## config.mk

```make
export PLATFORM = sky130hd
export DESIGN_NAME = lccr_top
export DESIGN_NICKNAME = d
export VERILOG_FILES = /design/src/lccr_onehot.v /design/src/lccr_top.v
export VERILOG_INCLUDE_DIRS = /design/src
export SDC_FILE = /design/constraint.sdc
export NUM_CORES = 1
export LEC_CHECK = 0
export BUFFER_PORTS_ARGS = -buffer_cell sky130_fd_sc_hd__buf_2
export CAP_MARGIN = 20
export CORE_ASPECT_RATIO = 0.75
export CORE_MARGIN = 3
export CORE_UTILIZATION = 52
export CTS_CLUSTER_DIAMETER = 80
export DETAILED_ROUTE_END_ITERATION = 16
export PLACE_DENSITY = 0.91
export RECOVER_POWER = 50
export SLEW_MARGIN = 10
export SYNTH_ARGS = -nofsm -noshare
export SYNTH_HDL_FRONTEND = slang
export SYNTH_SLANG_ARGS = --single-unit
export TNS_END_PERCENT = 5
```

## constraint.sdc

```tcl
create_clock -name core_clk -period 1.5 [get_ports core_clk]
set_input_delay 0.225 -clock core_clk [delete_from_list [all_inputs] [get_ports core_clk]]
set_output_delay 0.225 -clock core_clk [all_outputs]
set_load 0.1 [all_outputs]
```

## src/lccr_regs.vh

```
`ifndef LCCR_REGS_VH
`define LCCR_REGS_VH

// -----------------------------------------------------------------------
// Command codes
// -----------------------------------------------------------------------
`define LCCR_CMD_INT_RAMP 8'haa
`define LCCR_CMD_ALT_AC 8'hab

// -----------------------------------------------------------------------
// Integrator and ramp register fields
// -----------------------------------------------------------------------
`define LCCR_INT_GAIN_MSB 7
`define LCCR_INT_GAIN_LSB 6
`define LCCR_INT_TIME_MSB 5
`define LCCR_INT_TIME_LSB 3
`define LCCR_RAMP_MSB 2
`define LCCR_RAMP_LSB 0

// -----------------------------------------------------------------------
// Alternate AC compensation register fields
// -----------------------------------------------------------------------
`define LCCR_SPARE_GAIN_MSB 7
`define LCCR_SPARE_GAIN_LSB 4
`define LCCR_SPARE_LL_MSB 3
`define LCCR_SPARE_LL_LSB 0

// -----------------------------------------------------------------------
// Values held until the stored copy has been loaded
// -----------------------------------------------------------------------
`define LCCR_INT_RAMP_RST 8'h00
`define LCCR_ALT_AC_RST 8'h00

`endif

```

## src/lccr_onehot.v

```verilog
`timescale 1ns/1ps
module lccr_onehot #(
    parameter SEL_W = 2
) (
    input wire [SEL_W-1:0] code,
    output wire [(1<<SEL_W)-1:0] sel
);

    // -------------------------------------------------------------------
    // One select line per field code
    // -------------------------------------------------------------------
    genvar i;
    generate
        for (i = 0; i < (1 << SEL_W); i = i + 1) begin : g_line
            assign sel[i] = ({{(32-SEL_W){1'b0}}, code} == i);
        end
    endgenerate

endmodule

```

## src/lccr_top.v

```verilog
`timescale 1ns/1ps
// Function
// - Each register one fully read/write byte
// - Bits 7:6 drive integrator gain select
// - Bits 5:3 drive integrator time select
// - Bits 2:0 drive ramp amplitude select
// - Power-up value loaded from stored copy
// - Alternate register stored only, affects nothing
// - Bits 7:4 hold alternate AC gain code
// - Bits 3:0 hold alternate load-line code
`include "lccr_regs.vh"
module lccr_top (
    input wire core_clk,
    input wire rst,
    input wire nvm_valid,
    input wire [7:0] nvm_int_ramp,
    input wire [7:0] nvm_alt_ac,
    input wire cmd_valid,
    input wire cmd_write,
    input wire [7:0] cmd_code,
    input wire [7:0] cmd_wdata,
    output reg rsp_valid,
    output reg rsp_ack,
    output reg [7:0] rsp_rdata,
    output reg cfg_loaded,
    output reg [3:0] int_gain_sel,
    output reg [7:0] int_time_sel,
    output reg [7:0] ramp_sel
);

    // -------------------------------------------------------------------
    // Storage
    // -------------------------------------------------------------------
    reg [7:0] int_ramp_r;
    reg [7:0] int_ramp_nxt;
    reg [7:0] alt_ac_r;
    reg [7:0] alt_ac_nxt;
    reg load_pend_r;
    wire hit_int;
    wire hit_alt;
    wire do_load;
    wire [3:0] gain_dec;
    wire [7:0] time_dec;
    wire [7:0] ramp_dec;

    assign hit_int = (cmd_code == `LCCR_CMD_INT_RAMP);
    assign hit_alt = (cmd_code == `LCCR_CMD_ALT_AC);
    assign do_load = load_pend_r & nvm_valid;

    // -------------------------------------------------------------------
    // Next values: stored copy first, then a host write on top of it
    // -------------------------------------------------------------------
    always @* begin
        int_ramp_nxt = int_ramp_r;
        alt_ac_nxt = alt_ac_r;
        if (do_load) begin
            int_ramp_nxt = nvm_int_ramp;
            alt_ac_nxt = nvm_alt_ac;
        end
        if (cmd_valid && cmd_write && hit_int) begin
            int_ramp_nxt = cmd_wdata;
        end
        // Whole byte kept, reserved gain codes included
        if (cmd_valid && cmd_write && hit_alt) begin
            alt_ac_nxt = cmd_wdata;
        end
    end

    // -------------------------------------------------------------------
    // Decoders for the loop selects
    // -------------------------------------------------------------------
    lccr_onehot #(.SEL_W(2)) u_gain (
        .code(int_ramp_nxt[`LCCR_INT_GAIN_MSB:`LCCR_INT_GAIN_LSB]),
        .sel(gain_dec)
    );
    lccr_onehot #(.SEL_W(3)) u_time (
        .code(int_ramp_nxt[`LCCR_INT_TIME_MSB:`LCCR_INT_TIME_LSB]),
        .sel(time_dec)
    );
    lccr_onehot #(.SEL_W(3)) u_ramp (
        .code(int_ramp_nxt[`LCCR_RAMP_MSB:`LCCR_RAMP_LSB]),
        .sel(ramp_dec)
    );

    // -------------------------------------------------------------------
    // Registers and loop outputs
    // -------------------------------------------------------------------
    always @(posedge core_clk) begin
        if (rst) begin
            int_ramp_r <= `LCCR_INT_RAMP_RST;
            alt_ac_r <= `LCCR_ALT_AC_RST;
            load_pend_r <= 1'b1;
            cfg_loaded <= 1'b0;
            int_gain_sel <= 4'h0;
            int_time_sel <= 8'h00;
            ramp_sel <= 8'h00;
        end else begin
            int_ramp_r <= int_ramp_nxt;
            alt_ac_r <= alt_ac_nxt;
            if (do_load) begin
                load_pend_r <= 1'b0;
                cfg_loaded <= 1'b1;
            end
            // Selects follow the register at the same edge
            int_gain_sel <= gain_dec;
            int_time_sel <= time_dec;
            ramp_sel <= ramp_dec;
        end
    end

    // -------------------------------------------------------------------
    // Command answer: ack for a known code, read byte returned
    // -------------------------------------------------------------------
    always @(posedge core_clk) begin
        if (rst) begin
            rsp_valid <= 1'b0;
            rsp_ack <= 1'b0;
            rsp_rdata <= 8'h00;
        end else begin
            rsp_valid <= cmd_valid;
            rsp_ack <= cmd_valid & (hit_int | hit_alt);
            rsp_rdata <= 8'h00;
            if (cmd_valid && !cmd_write && hit_int) begin
                rsp_rdata <= int_ramp_r;
            end
            if (cmd_valid && !cmd_write && hit_alt) begin
                rsp_rdata <= alt_ac_r;
            end
        end
    end

endmodule

```

# After elaboration in Yosys (flattened, before gate mapping)
# Index checks and enable logic that the tools add are counted.
# word_totals
reg_bits,48
latchBits,0
ram_bits,0
romBits,0
input_bits,37
output_inout_bits,31
elab_cells,49
mem_count,0
# classes
add_sub_neg,0
multipliers,0
div_mod_pow,0
n_lt_le_gt_ge,0
n_eq_ne,19
shifts,0
muxes,6
n_bitwise,3
n_reduce_logical,11
# op_table
operator,n
8-bit two-way mux,6
"3-bit equality test, second input constant",8
"8-bit equality test, second input constant",2
"3-bit by 2-bit equality test with 1-bit output, second input constant",4
"3-bit by 1-bit equality test with 1-bit output, second input constant",2
1-bit logical AND,6
3-bit zero test,2
"2-bit equality test, second input constant",2
1-bit bitwise AND,2
"2-bit by 1-bit equality test with 1-bit output, second input constant",1
2-bit zero test,1
2-bit nonzero test,1
1-bit zero test,1
1-bit bitwise OR,1

# Depth between registers and ports, before layout
# Gate-level depths: netlist of the first run.
# depth
ltp_word,5
mapped_depth,6
mapped_depth_nobuf,3

# Hierarchy
# From an unflattened synthesis of the first run, not the netlist that was laid out.
# hier_totals
hier_cells,219
area_unflattened_um2,2218.4
# by_module_without_submodules
mod,n_inst,cells_each,area_each_um2
lccr_top,1,199,2062.0
lccr_onehot at u_ramp ...,2,8,65.1
lccr_onehot at u_gain,1,4,26.3

# Worst setup path after synthesis of the first run
# Ideal clock, no wire load.
# synth_path
path_kind,input port to flip-flop
startpoint,input port cmd_code[4]
endpoint,register int_ramp_r[2]
setup_time_ns,0.073
arrival_time_ns,1.198
slack_ns,0.229
stages,6
cell_sequence,and4bb_1 -> buf_6 -> and3_4 -> buf_6 -> buf_6 -> mux2i_1
# synth_between
elab_chain_len,3
# synth_lines
element,line,text
"start, declared",lccr_top.v:20,"input wire [7:0] cmd_code,"
8-bit equality test (no source line),--,
1-bit logical AND,lccr_top.v:60,if (cmd_valid && cmd_write && hit_int) begin
8-bit two-way mux,lccr_top.v:60,
"end signal, assigned",lccr_top.v:90,int_ramp_r <= `LCCR_INT_RAMP_RST;
"end signal, assigned",lccr_top.v:98,int_ramp_r <= int_ramp_nxt;
"end, declared",lccr_top.v:34,reg [7:0] int_ramp_r;
# Every way passes these cells.
# A chain may end at the register's enable or synchronous reset.

# Worst setup path in the final report of the first run
# layout_path
startpoint,register ramp_sel[5]
endpoint,output port ramp_sel[5]
# layout_lines
element,line,text
"start, declared",lccr_top.v:28,output reg [7:0] ramp_sel
"start signal, assigned",lccr_top.v:107,ramp_sel <= ramp_dec;
# No word-level cell between the ends.

==> results.sh, run 1 <==
export IMPL_cp_depth=1
export IMPL_drc=0
export IMPL_synth_nets=307
export IMPL_synth_top_area_cell="dfxtp_1"
export IMPL_cp_data_arrival_time_ps=1070
export IMPL_fp_coreArea_mm2=0.00455
export IMPL_min_path_cells=2
export IMPL_post_route_min_period_ps=1300
export IMPL_crit_buf_inv=1
export IMPL_cts_max_level=2
export IMPL_post_route_period_util_pct=86.5
export IMPL_cp_max_fo=1
export IMPL_crit_path_start_kind="register"
export IMPL_path_cells="clkbuf_2"
export IMPL_overflow=0
export IMPL_fill_cells=377
export IMPL_sw_frac_of_total_pct=31.8
export IMPL_reg2reg_depth=3
export IMPL_finalHoldViolCount=0
export IMPL_rows=21
export IMPL_ys_types=33
export IMPL_holdBufCountCts=0
export IMPL_clk_insertion_delay_late_ps=310
export IMPL_fin_cells=391
export IMPL_grt_first_pass_wirelength_um=10700
export IMPL_clockBufferDepth=2
export IMPL_combPwrFrac_pct=20.6
export IMPL_p_leak_uw=0.00135
export IMPL_fmax_ghz=0.771
export IMPL_fp_dieArea_mm2=0.00570
export IMPL_netSwitchingPower_uw=871
export IMPL_synth_top_cell_area_share_pct=38.3
export IMPL_cts_tree="built"
export IMPL_fp_dieH_um=66.2
export IMPL_power_frac_seq_pct=49.4
export IMPL_final_area_mm2=0.00300
export IMPL_wl_per_cell_um=16.2
export IMPL_synth_area_leaders="dfxtp_1 (38%), mux2i_1 (9.6%), nand4_1 (5.0%)"
export IMPL_io_pins=68
export IMPL_slew_headroom_pct=63.8
export IMPL_drt_iter0_drc=226
export IMPL_antenna_found_initial=0
export IMPL_postSynthCellCount=270
export IMPL_crit_type="reg -> out"
export IMPL_synth_warnings=0
export IMPL_ys_ff_latch=48
export IMPL_drv_cap=0
export IMPL_setup_tns_ps=0
export IMPL_cpMaxStageDelayCell="clkbuf_2"
export IMPL_portBuffers=67
export IMPL_cp_top_family="buffers and inverters"
export IMPL_cts_resized=0
export IMPL_cts_reportedPaths_clkPinSlew_ps=80
export IMPL_track_usage_pct=23.4
export IMPL_drive_gt1_share_pct=29.0
export IMPL_die_w_um=86.2
export IMPL_viasPerCell=6.26
export IMPL_status="finished clean"
export IMPL_critPathRequiredTime_ps=1270
export IMPL_tightest_slew_ps=546
export IMPL_wl_um=6340
export IMPL_synthFlopType="dfxtp_1"
export IMPL_layout_commonest_cell="buf_2"
export IMPL_vdd_drop_max_mv=0.586
export IMPL_synth_async_reset_ratio_pct=0
export IMPL_place_area_mm2=0.00290
export IMPL_power_density_mw_per_mm2=914
export IMPL_setup_viol=0
export IMPL_numCtsBuffers=5
export IMPL_hpwl_um=4570
export IMPL_grt_pass1_vias=2275
export IMPL_fin_worst_skew_ps=7.58
export IMPL_first_pass_iters=4
export IMPL_drv_slew=0
export IMPL_synth_area_mm2=0.00251
export IMPL_cts_root_buf="clkbuf_8"
export IMPL_start_util_pct=55.2
export IMPL_layout_common_cells="buf_2 (58), dfxtp_1 (47), mux2i_1 (24)"
export IMPL_postCtsSetupRepairBufs=0
export IMPL_critical_path_max_stage_delay_ps=450
export IMPL_place_gp_congestion=0.869
export IMPL_clock_sinks=48
export IMPL_fin_nets=370
export IMPL_num_vias=2449
export IMPL_clock_power_share_pct=29.9
export IMPL_drt_antenna_violating_nets=0
export IMPL_ys_seq_area_share_pct=38.3
export IMPL_rsz0062_at_grt="no"
export IMPL_synth_edf_count=0
export IMPL_place_inst=383
export IMPL_postSynthAreaPerCell_um2=9.29
export IMPL_area_growth_pct=19.5
export IMPL_power_internal_uw=1870
export IMPL_endpoint_kind="output pin"
export IMPL_grt_max_degree=28
export IMPL_diodes=0
export IMPL_hold_class="in -> reg"
## cells in the mapped netlist (2+ instances only)
master / number
nor4b_1: 6
and4b_1: 9
o21ai_0: 17
dfxtp_1: 48
inv_1: 7
or3_1: 2
buf_2: 5
nand4_1: 20
a31oi_1: 12
a21boi_0: 16
nor2_1: 9
and3_1: 17
o31ai_2: 4
nor4_1: 2
buf_6: 5
and4_1: 3
nor2b_1: 2
nor4bb_1: 9
mux2i_1: 24
nor3b_1: 2
o31ai_1: 16
nand2_1: 9
clkbuf_1: 16
## state kept, by name, indices dropped and copies added (netlist names), 4 cells and up
| name | flops |
|---|---|
| alt_ac_r | 8 |
| int_ramp_r | 8 |
| int_time_sel | 8 |
| ramp_sel | 8 |
| rsp_rdata | 8 |
| int_gain_sel | 4 |
## power groups by stage
stage	clock (uW)	sequential [uW]	combinational, uW
final	820	1350	566
after global routing	879	1360	605
after CTS	832	1350	563
after detailed placement	0	1380	559
after global placement	0	1380	546
after floorplan	0	1560	227
## logic make-up (layout without fill, tap and decap cells)
family	after synthesis	count (layout)	share of synthesized area [%]
simple gates	96	96	26.7
compound gates	66	66	18.2
flops	48	48	38.3
buf+inv	36	100	7.28
mux	24	24	9.58
## layout make-up
cell class | count | area, um2 | share of cell area, %
clock inverters | 2 | 15.0 | 0.501
multi-input cells | 186 | 1370 | 45.5
flip-flops and latches | 48 | 962 | 32.1
repair buffers | 84 | 472 | 15.7
well taps | 57 | 71.3 | 2.38
inverters | 8 | 30.0 | 1.00
clock buffers | 6 | 82.6 | 2.75
## per-layer routing
metal | global-route usage [%] | vias up | routed length [um]
li1 | - | 1164 | -
met1 | 30.3 | 1168 | 2690
met2 | 39.4 | 111 | 3170
met3 | 4.36 | 6 | 423
met4 | 7.78 | 0 | 59
met5 | 0 | - | 0
## final timing paths
check                                  from               to  slack, ps
worst max-delay path            ramp_sel[5]      ramp_sel[5]        200
worst min-delay path              cmd_valid        rsp_valid        140
worst max register to register  load_pend_r  int_time_sel[3]        220
worst min register to register   cfg_loaded       cfg_loaded        470
## stage by stage
step | power [uW] | util (%) | setup WS [ps] | hold WS, ps
finish | 2740 | 66.0 | 203 | 145
global route | 2840 | 66.0 | 56.7 | 142
CTS | 2750 | 66.0 | 91.4 | 142
detailed placement | 1940 | 63.9 | 88.4 | 458
global placement | 1930 | 63.9 | 139 | 445
floorplan | 1780 | - | 229 | 353
No activity file was read; power rests on OpenSTA's default activity.
==> run 2, diff against run 1 <==
Clock period 1.5 ns to 1.4 ns, I/O delays scaled along.
==> run 2 against run 1 <==
Against the previous run:
- first-iteration DRC count is 14% higher
- clock power rose by 22%
- routed wire length fell by 1.2%
- largest cell class unchanged
- global-route usage down 1.8 points
- via count decreased by 1.6%
- hold slack lost 18 ps
- register-to-register slack got worse by 130 ps
- sequential power is 7% higher
- clock skew hardly changed
- critical endpoint is now int_time_sel[3]
==> results.sh, run 2 (same netlist as run 1, synthesis figures left out) <==
export IMPL_status="finished clean"
export IMPL_track_usage_pct=21.6
export IMPL_io_pins=68
export IMPL_final_util_pct=66.7
export IMPL_path_cells="and3_1 -> or3_1 -> o31ai_1"
export IMPL_drt_iter0_drc=258
export IMPL_fp_dieH_um=66.2
export IMPL_min_from="cmd_valid"
export IMPL_place_ws_ps=25.9
export IMPL_cts_max_level=2
export IMPL_drv_slew=0
export IMPL_tightest_slew_ps=559
export IMPL_critical_path_max_stage_delay_ps=430
export IMPL_worst_slack_ps=88.3
export IMPL_post_route_period_util_pct=93.7
export IMPL_critPathRequiredTime_ps=1610
export IMPL_wl_um=6270
export IMPL_fp_coreArea_mm2=0.00455
export IMPL_finalHoldViolCount=0
export IMPL_num_vias=2410
export IMPL_post_route_min_period_ps=1310
export IMPL_fmax_ghz=0.762
export IMPL_overflow=0
export IMPL_endpoint_kind="register"
export IMPL_grt_max_degree=28
export IMPL_start_util_pct=55.2
export IMPL_finalPower_uw=3060
export IMPL_wl_per_cell_um=15.8
export IMPL_fp_dieArea_mm2=0.00570
export IMPL_slew_headroom_pct=62.7
export IMPL_cts_resized=0
export IMPL_drv_cap=0
export IMPL_vdd_drop_max_mv=0.634
export IMPL_drc=0
export IMPL_fin_nets=375
export IMPL_rows=21
export IMPL_reg2reg_from="load_pend_r"
export IMPL_layout_commonest_cell="buf_2"
export IMPL_hpwl_um=4570
export IMPL_numCtsBuffers=5
export IMPL_postCtsSetupRepairBufs=0
export IMPL_drt_antenna_violating_nets=0
export IMPL_viasPerCell=6.09
export IMPL_crit_path_start_kind="register"
export IMPL_antenna_found_initial=0
export IMPL_cts_tree="built"
export IMPL_crit_type="reg -> reg"
export IMPL_area_growth_pct=20.8
export IMPL_holdBufCountCts=0
export IMPL_hold_class="in -> reg"
export IMPL_clk_insertion_delay_late_ps=300
export IMPL_power_density_mw_per_mm2=1010
export IMPL_diodes=0
export IMPL_fin_worst_skew_ps=8.00
export IMPL_portBuffers=67
export IMPL_fill_cells=387
export IMPL_fin_hold_ws_ps=127
export IMPL_clockBufferDepth=2
export IMPL_cts_root_buf="clkbuf_8"
export IMPL_cp_data_arrival_time_ps=1520
export IMPL_cp_max_fo=8
export IMPL_first_pass_iters=4
export IMPL_layout_common_cells="buf_2 (59), dfxtp_1 (47), mux2i_1 (24)"
export IMPL_grt_first_pass_wirelength_um=9940
export IMPL_die_w_um=86.2
export IMPL_cpMaxStageDelayCell="or3_1"
export IMPL_drive_gt1_share_pct=28.6
export IMPL_clock_sinks=48
export IMPL_setup_viol=0
export IMPL_place_gp_congestion=0.872
export IMPL_grt_pass1_vias=2127
export IMPL_critPathLaunch="load_pend_r"
export IMPL_cts_reportedPaths_clkPinSlew_ps=90
export IMPL_p_leak_uw=0.00137
==> run 2: final cells by class <==
class	count	area (um2)	share of cell area [%]
multi-input combinational	186	1370	45.0
sequential	48	962	31.8
timing repair buffer	89	490	16.2
tap	57	71.3	2.35
clock buffer	5	68.8	2.27
clock inverter	3	42.5	1.40
inverter	8	30.0	0.991
==> run 2: final timing paths <==
kind | to | slack (ps) | cells past startpoint
max | int_time_sel[3] | 90 | 3
min reg2reg | cfg_loaded | 490 | 2
min | rsp_valid | 130 | 2
max reg2reg | int_time_sel[3] | 90 | 3
==> run 2: stage by stage <==
stage                     area (um2)  instances  setup TNS, ps
final                           3030        396              0
after global routing            3030        396          -32.7
after CTS                       3050        396              0
after detailed placement        2940        388              0
after global placement          2940        388              0
after floorplan                 2510        270              0
==> run 2: routing by layer <==
metal / vias up / track usage [%] / wire (um)
li1: 1179 / - / -
met1: 1144 / 27.5 / 2710
met2: 82 / 36.8 / 3140
met3: 5 / 4.73 / 369
met4: 0 / 6.23 / 44
met5: - / 0 / 0
==> run 2: power by group <==
part           internal (uW)  total [uW]  switching (uW)  leakage (uW)
Sequential              1420        1450            32.5      0.000391
Combinational            183         606             423      0.000924
Clock                    529        1000             472     0.0000541
Total                   2130        3060             927       0.00137
==> run 2: worst max-delay path, delay by kind of cell (launching register included) <==
kind,cells,cell delay [ps]
compound gates,1,270
simple gates,2,590
flops,1,370
==> run 3, diff against run 2 <==
Settings changed: HOLD_SLACK_MARGIN set to 0.15.
==> run 3 against run 2 <==
Against the previous run:
- combinational power grew 1%
- flip-flop and latch count is the same
- utilization grew 0.63 points
- worst setup slack gained 2.3 ps
- global-route usage grew 0.080 points
- hold slack gained 94 ps
- largest power group unchanged
==> results.sh, run 3 (same netlist as run 1, synthesis figures left out) <==
export IMPL_status="finished clean"
export IMPL_critical_path_max_stage_delay_ps=410
export IMPL_layout_commonest_cell="buf_2"
export IMPL_setup_viol=0
export IMPL_area_growth_pct=21.9
export IMPL_die_w_um=86.2
export IMPL_sw_frac_of_total_pct=30.3
export IMPL_fin_worst_skew_ps=7.40
export IMPL_start_util_pct=55.2
export IMPL_grt_pass1_vias=2135
export IMPL_rows=21
export IMPL_place_inst=388
export IMPL_cp_data_arrival_time_ps=1510
export IMPL_crit_buf_inv=1
export IMPL_fp_coreArea_mm2=0.00455
export IMPL_p_leak_uw=0.00139
export IMPL_reg2reg_to="int_time_sel[4]"
export IMPL_path_cells="buf_6 -> nor4bb_1 -> a31oi_1 -> o31ai_1"
export IMPL_post_route_period_util_pct=93.5
export IMPL_drive_gt1_share_pct=30.0
export IMPL_postCtsSetupRepairBufs=0
export IMPL_min_path_cells=3
export IMPL_drv_slew=0
export IMPL_wl_per_cell_um=15.9
export IMPL_combPwrFrac_pct=20.0
export IMPL_finalPower_uw=3060
export IMPL_finalHoldViolCount=0
export IMPL_clock_power_share_pct=32.6
export IMPL_hold_class="in -> reg"
export IMPL_place_gp_congestion=0.872
export IMPL_min_from="cmd_wdata[7]"
export IMPL_drv_cap=0
export IMPL_vdd_drop_max_mv=0.633
export IMPL_power_internal_uw=2140
export IMPL_cts_tree="built"
export IMPL_crit_path_start_kind="register"
export IMPL_critPathRequiredTime_ps=1600
export IMPL_drt_antenna_violating_nets=0
export IMPL_netSwitchingPower_uw=927
export IMPL_fin_cells=397
export IMPL_hpwl_um=4570
export IMPL_endpoint_kind="register"
export IMPL_clock_sinks=48
export IMPL_fp_dieArea_mm2=0.00570
export IMPL_grt_max_degree=28
export IMPL_track_usage_pct=21.7
export IMPL_reg2reg_depth=4
export IMPL_portBuffers=67
export IMPL_first_pass_iters=5
export IMPL_cpMaxStageDelayCell="dfxtp_2"
export IMPL_cts_max_level=2
export IMPL_power_density_mw_per_mm2=1000
export IMPL_fp_dieH_um=66.2
export IMPL_fmax_ghz=0.764
export IMPL_reg2reg_from="load_pend_r"
export IMPL_cts_reportedPaths_clkPinSlew_ps=90
export IMPL_io_pins=68
export IMPL_drc=0
export IMPL_clockBufferDepth=2
export IMPL_overflow=0
export IMPL_crit_type="reg -> reg"
export IMPL_cts_root_buf="clkbuf_8"
export IMPL_viasPerCell=6.18
export IMPL_cp_max_fo=27
export IMPL_layout_common_cells="buf_2 (58), dfxtp_1 (47), mux2i_1 (24)"
export IMPL_tightest_slew_ps=548
export IMPL_power_frac_seq_pct=47.4
export IMPL_grt_first_pass_wirelength_um=9980
export IMPL_wl_um=6310
export IMPL_fin_nets=376
export IMPL_ff2ff_setup_slack_ps=90
export IMPL_num_vias=2452
export IMPL_cp_top_family="flip-flops"
export IMPL_holdPathEnd="alt_ac_r[7]"
export IMPL_slew_headroom_pct=63.6
export IMPL_post_route_min_period_ps=1310
export IMPL_diodes=0
export IMPL_antenna_found_initial=0
export IMPL_drt_iter0_drc=281
export IMPL_clk_insertion_delay_late_ps=300
export IMPL_numCtsBuffers=5
run 3: through the flow:
step	utilization [%]	instance area, um2	hold WS (ps)	setup slack [ps]	TNS (ps)
after floorplan	-	2510	338	142	0
after global placement	64.7	2940	428	63.2	0
after detailed placement	64.7	2940	436	25.9	0
after CTS	67.4	3060	214	7.73	0
after global routing	67.3	3060	227	-26.8	-37.0
final	67.3	3060	221	90.6	0
run 3: layout make-up:
cell class	instances	area, um2
well taps	57	71.3
repair buffers	90	519
clock buffers	5	68.8
inverters	8	30.0
multi-input cells	186	1370
fillers	376	1490
clock inverters	3	42.5
flip-flops and latches	48	962
run 3: power groups by stage:
stage               sequential [uW]  combinational (uW)  clock [uW]
floorplan                      1670                 243           0
global placement               1480                 590           0
detailed placement             1480                 606           0
CTS                            1450                 609        1020
global route                   1460                 654        1070
finish                         1450                 613         999
run 3: worst register-to-register path, delay by kind of cell (launching register included):
kind            cells  cell delay, ps
flops               1             410
simple gates        1             240
buf+inv             1             200
compound gates      2             360
run 3: worst max-delay path by stage:
| stage | cells after the start | end | from | slack (ps) |
|---|---|---|---|---|
| 2_1_floorplan | 4 | int_time_sel[3] | load_pend_r | 140 |
| 3_3_place_gp | 4 | int_time_sel[2] | nvm_valid | 60 |
| 3_5_place_dp | 4 | int_time_sel[3] | nvm_valid | 30 |
| 4_1_cts | 4 | int_time_sel[1] | load_pend_r | 8 |
| 5_1_grt | 4 | int_time_sel[4] | load_pend_r | -30 |
| 6_report | 4 | int_time_sel[4] | load_pend_r | 90 |
run 3: per-layer routing:
metal / track usage (%) / part of all wire (%) / vias up
li1: - / - / 1183
met1: 27.7 / 43 / 1139
met2: 36.9 / 49 / 123
met3: 4.73 / 7.7 / 7
met4: 6.23 / 0.81 / 0
met5: 0 / 0 / -
run 3: what timing repair did:
action	4_1_cts	5_1_grt
resized for setup	0	2
setup endpoints to repair	0	11
endpoints found under the hold margin	1	0
hold buffers	1	0
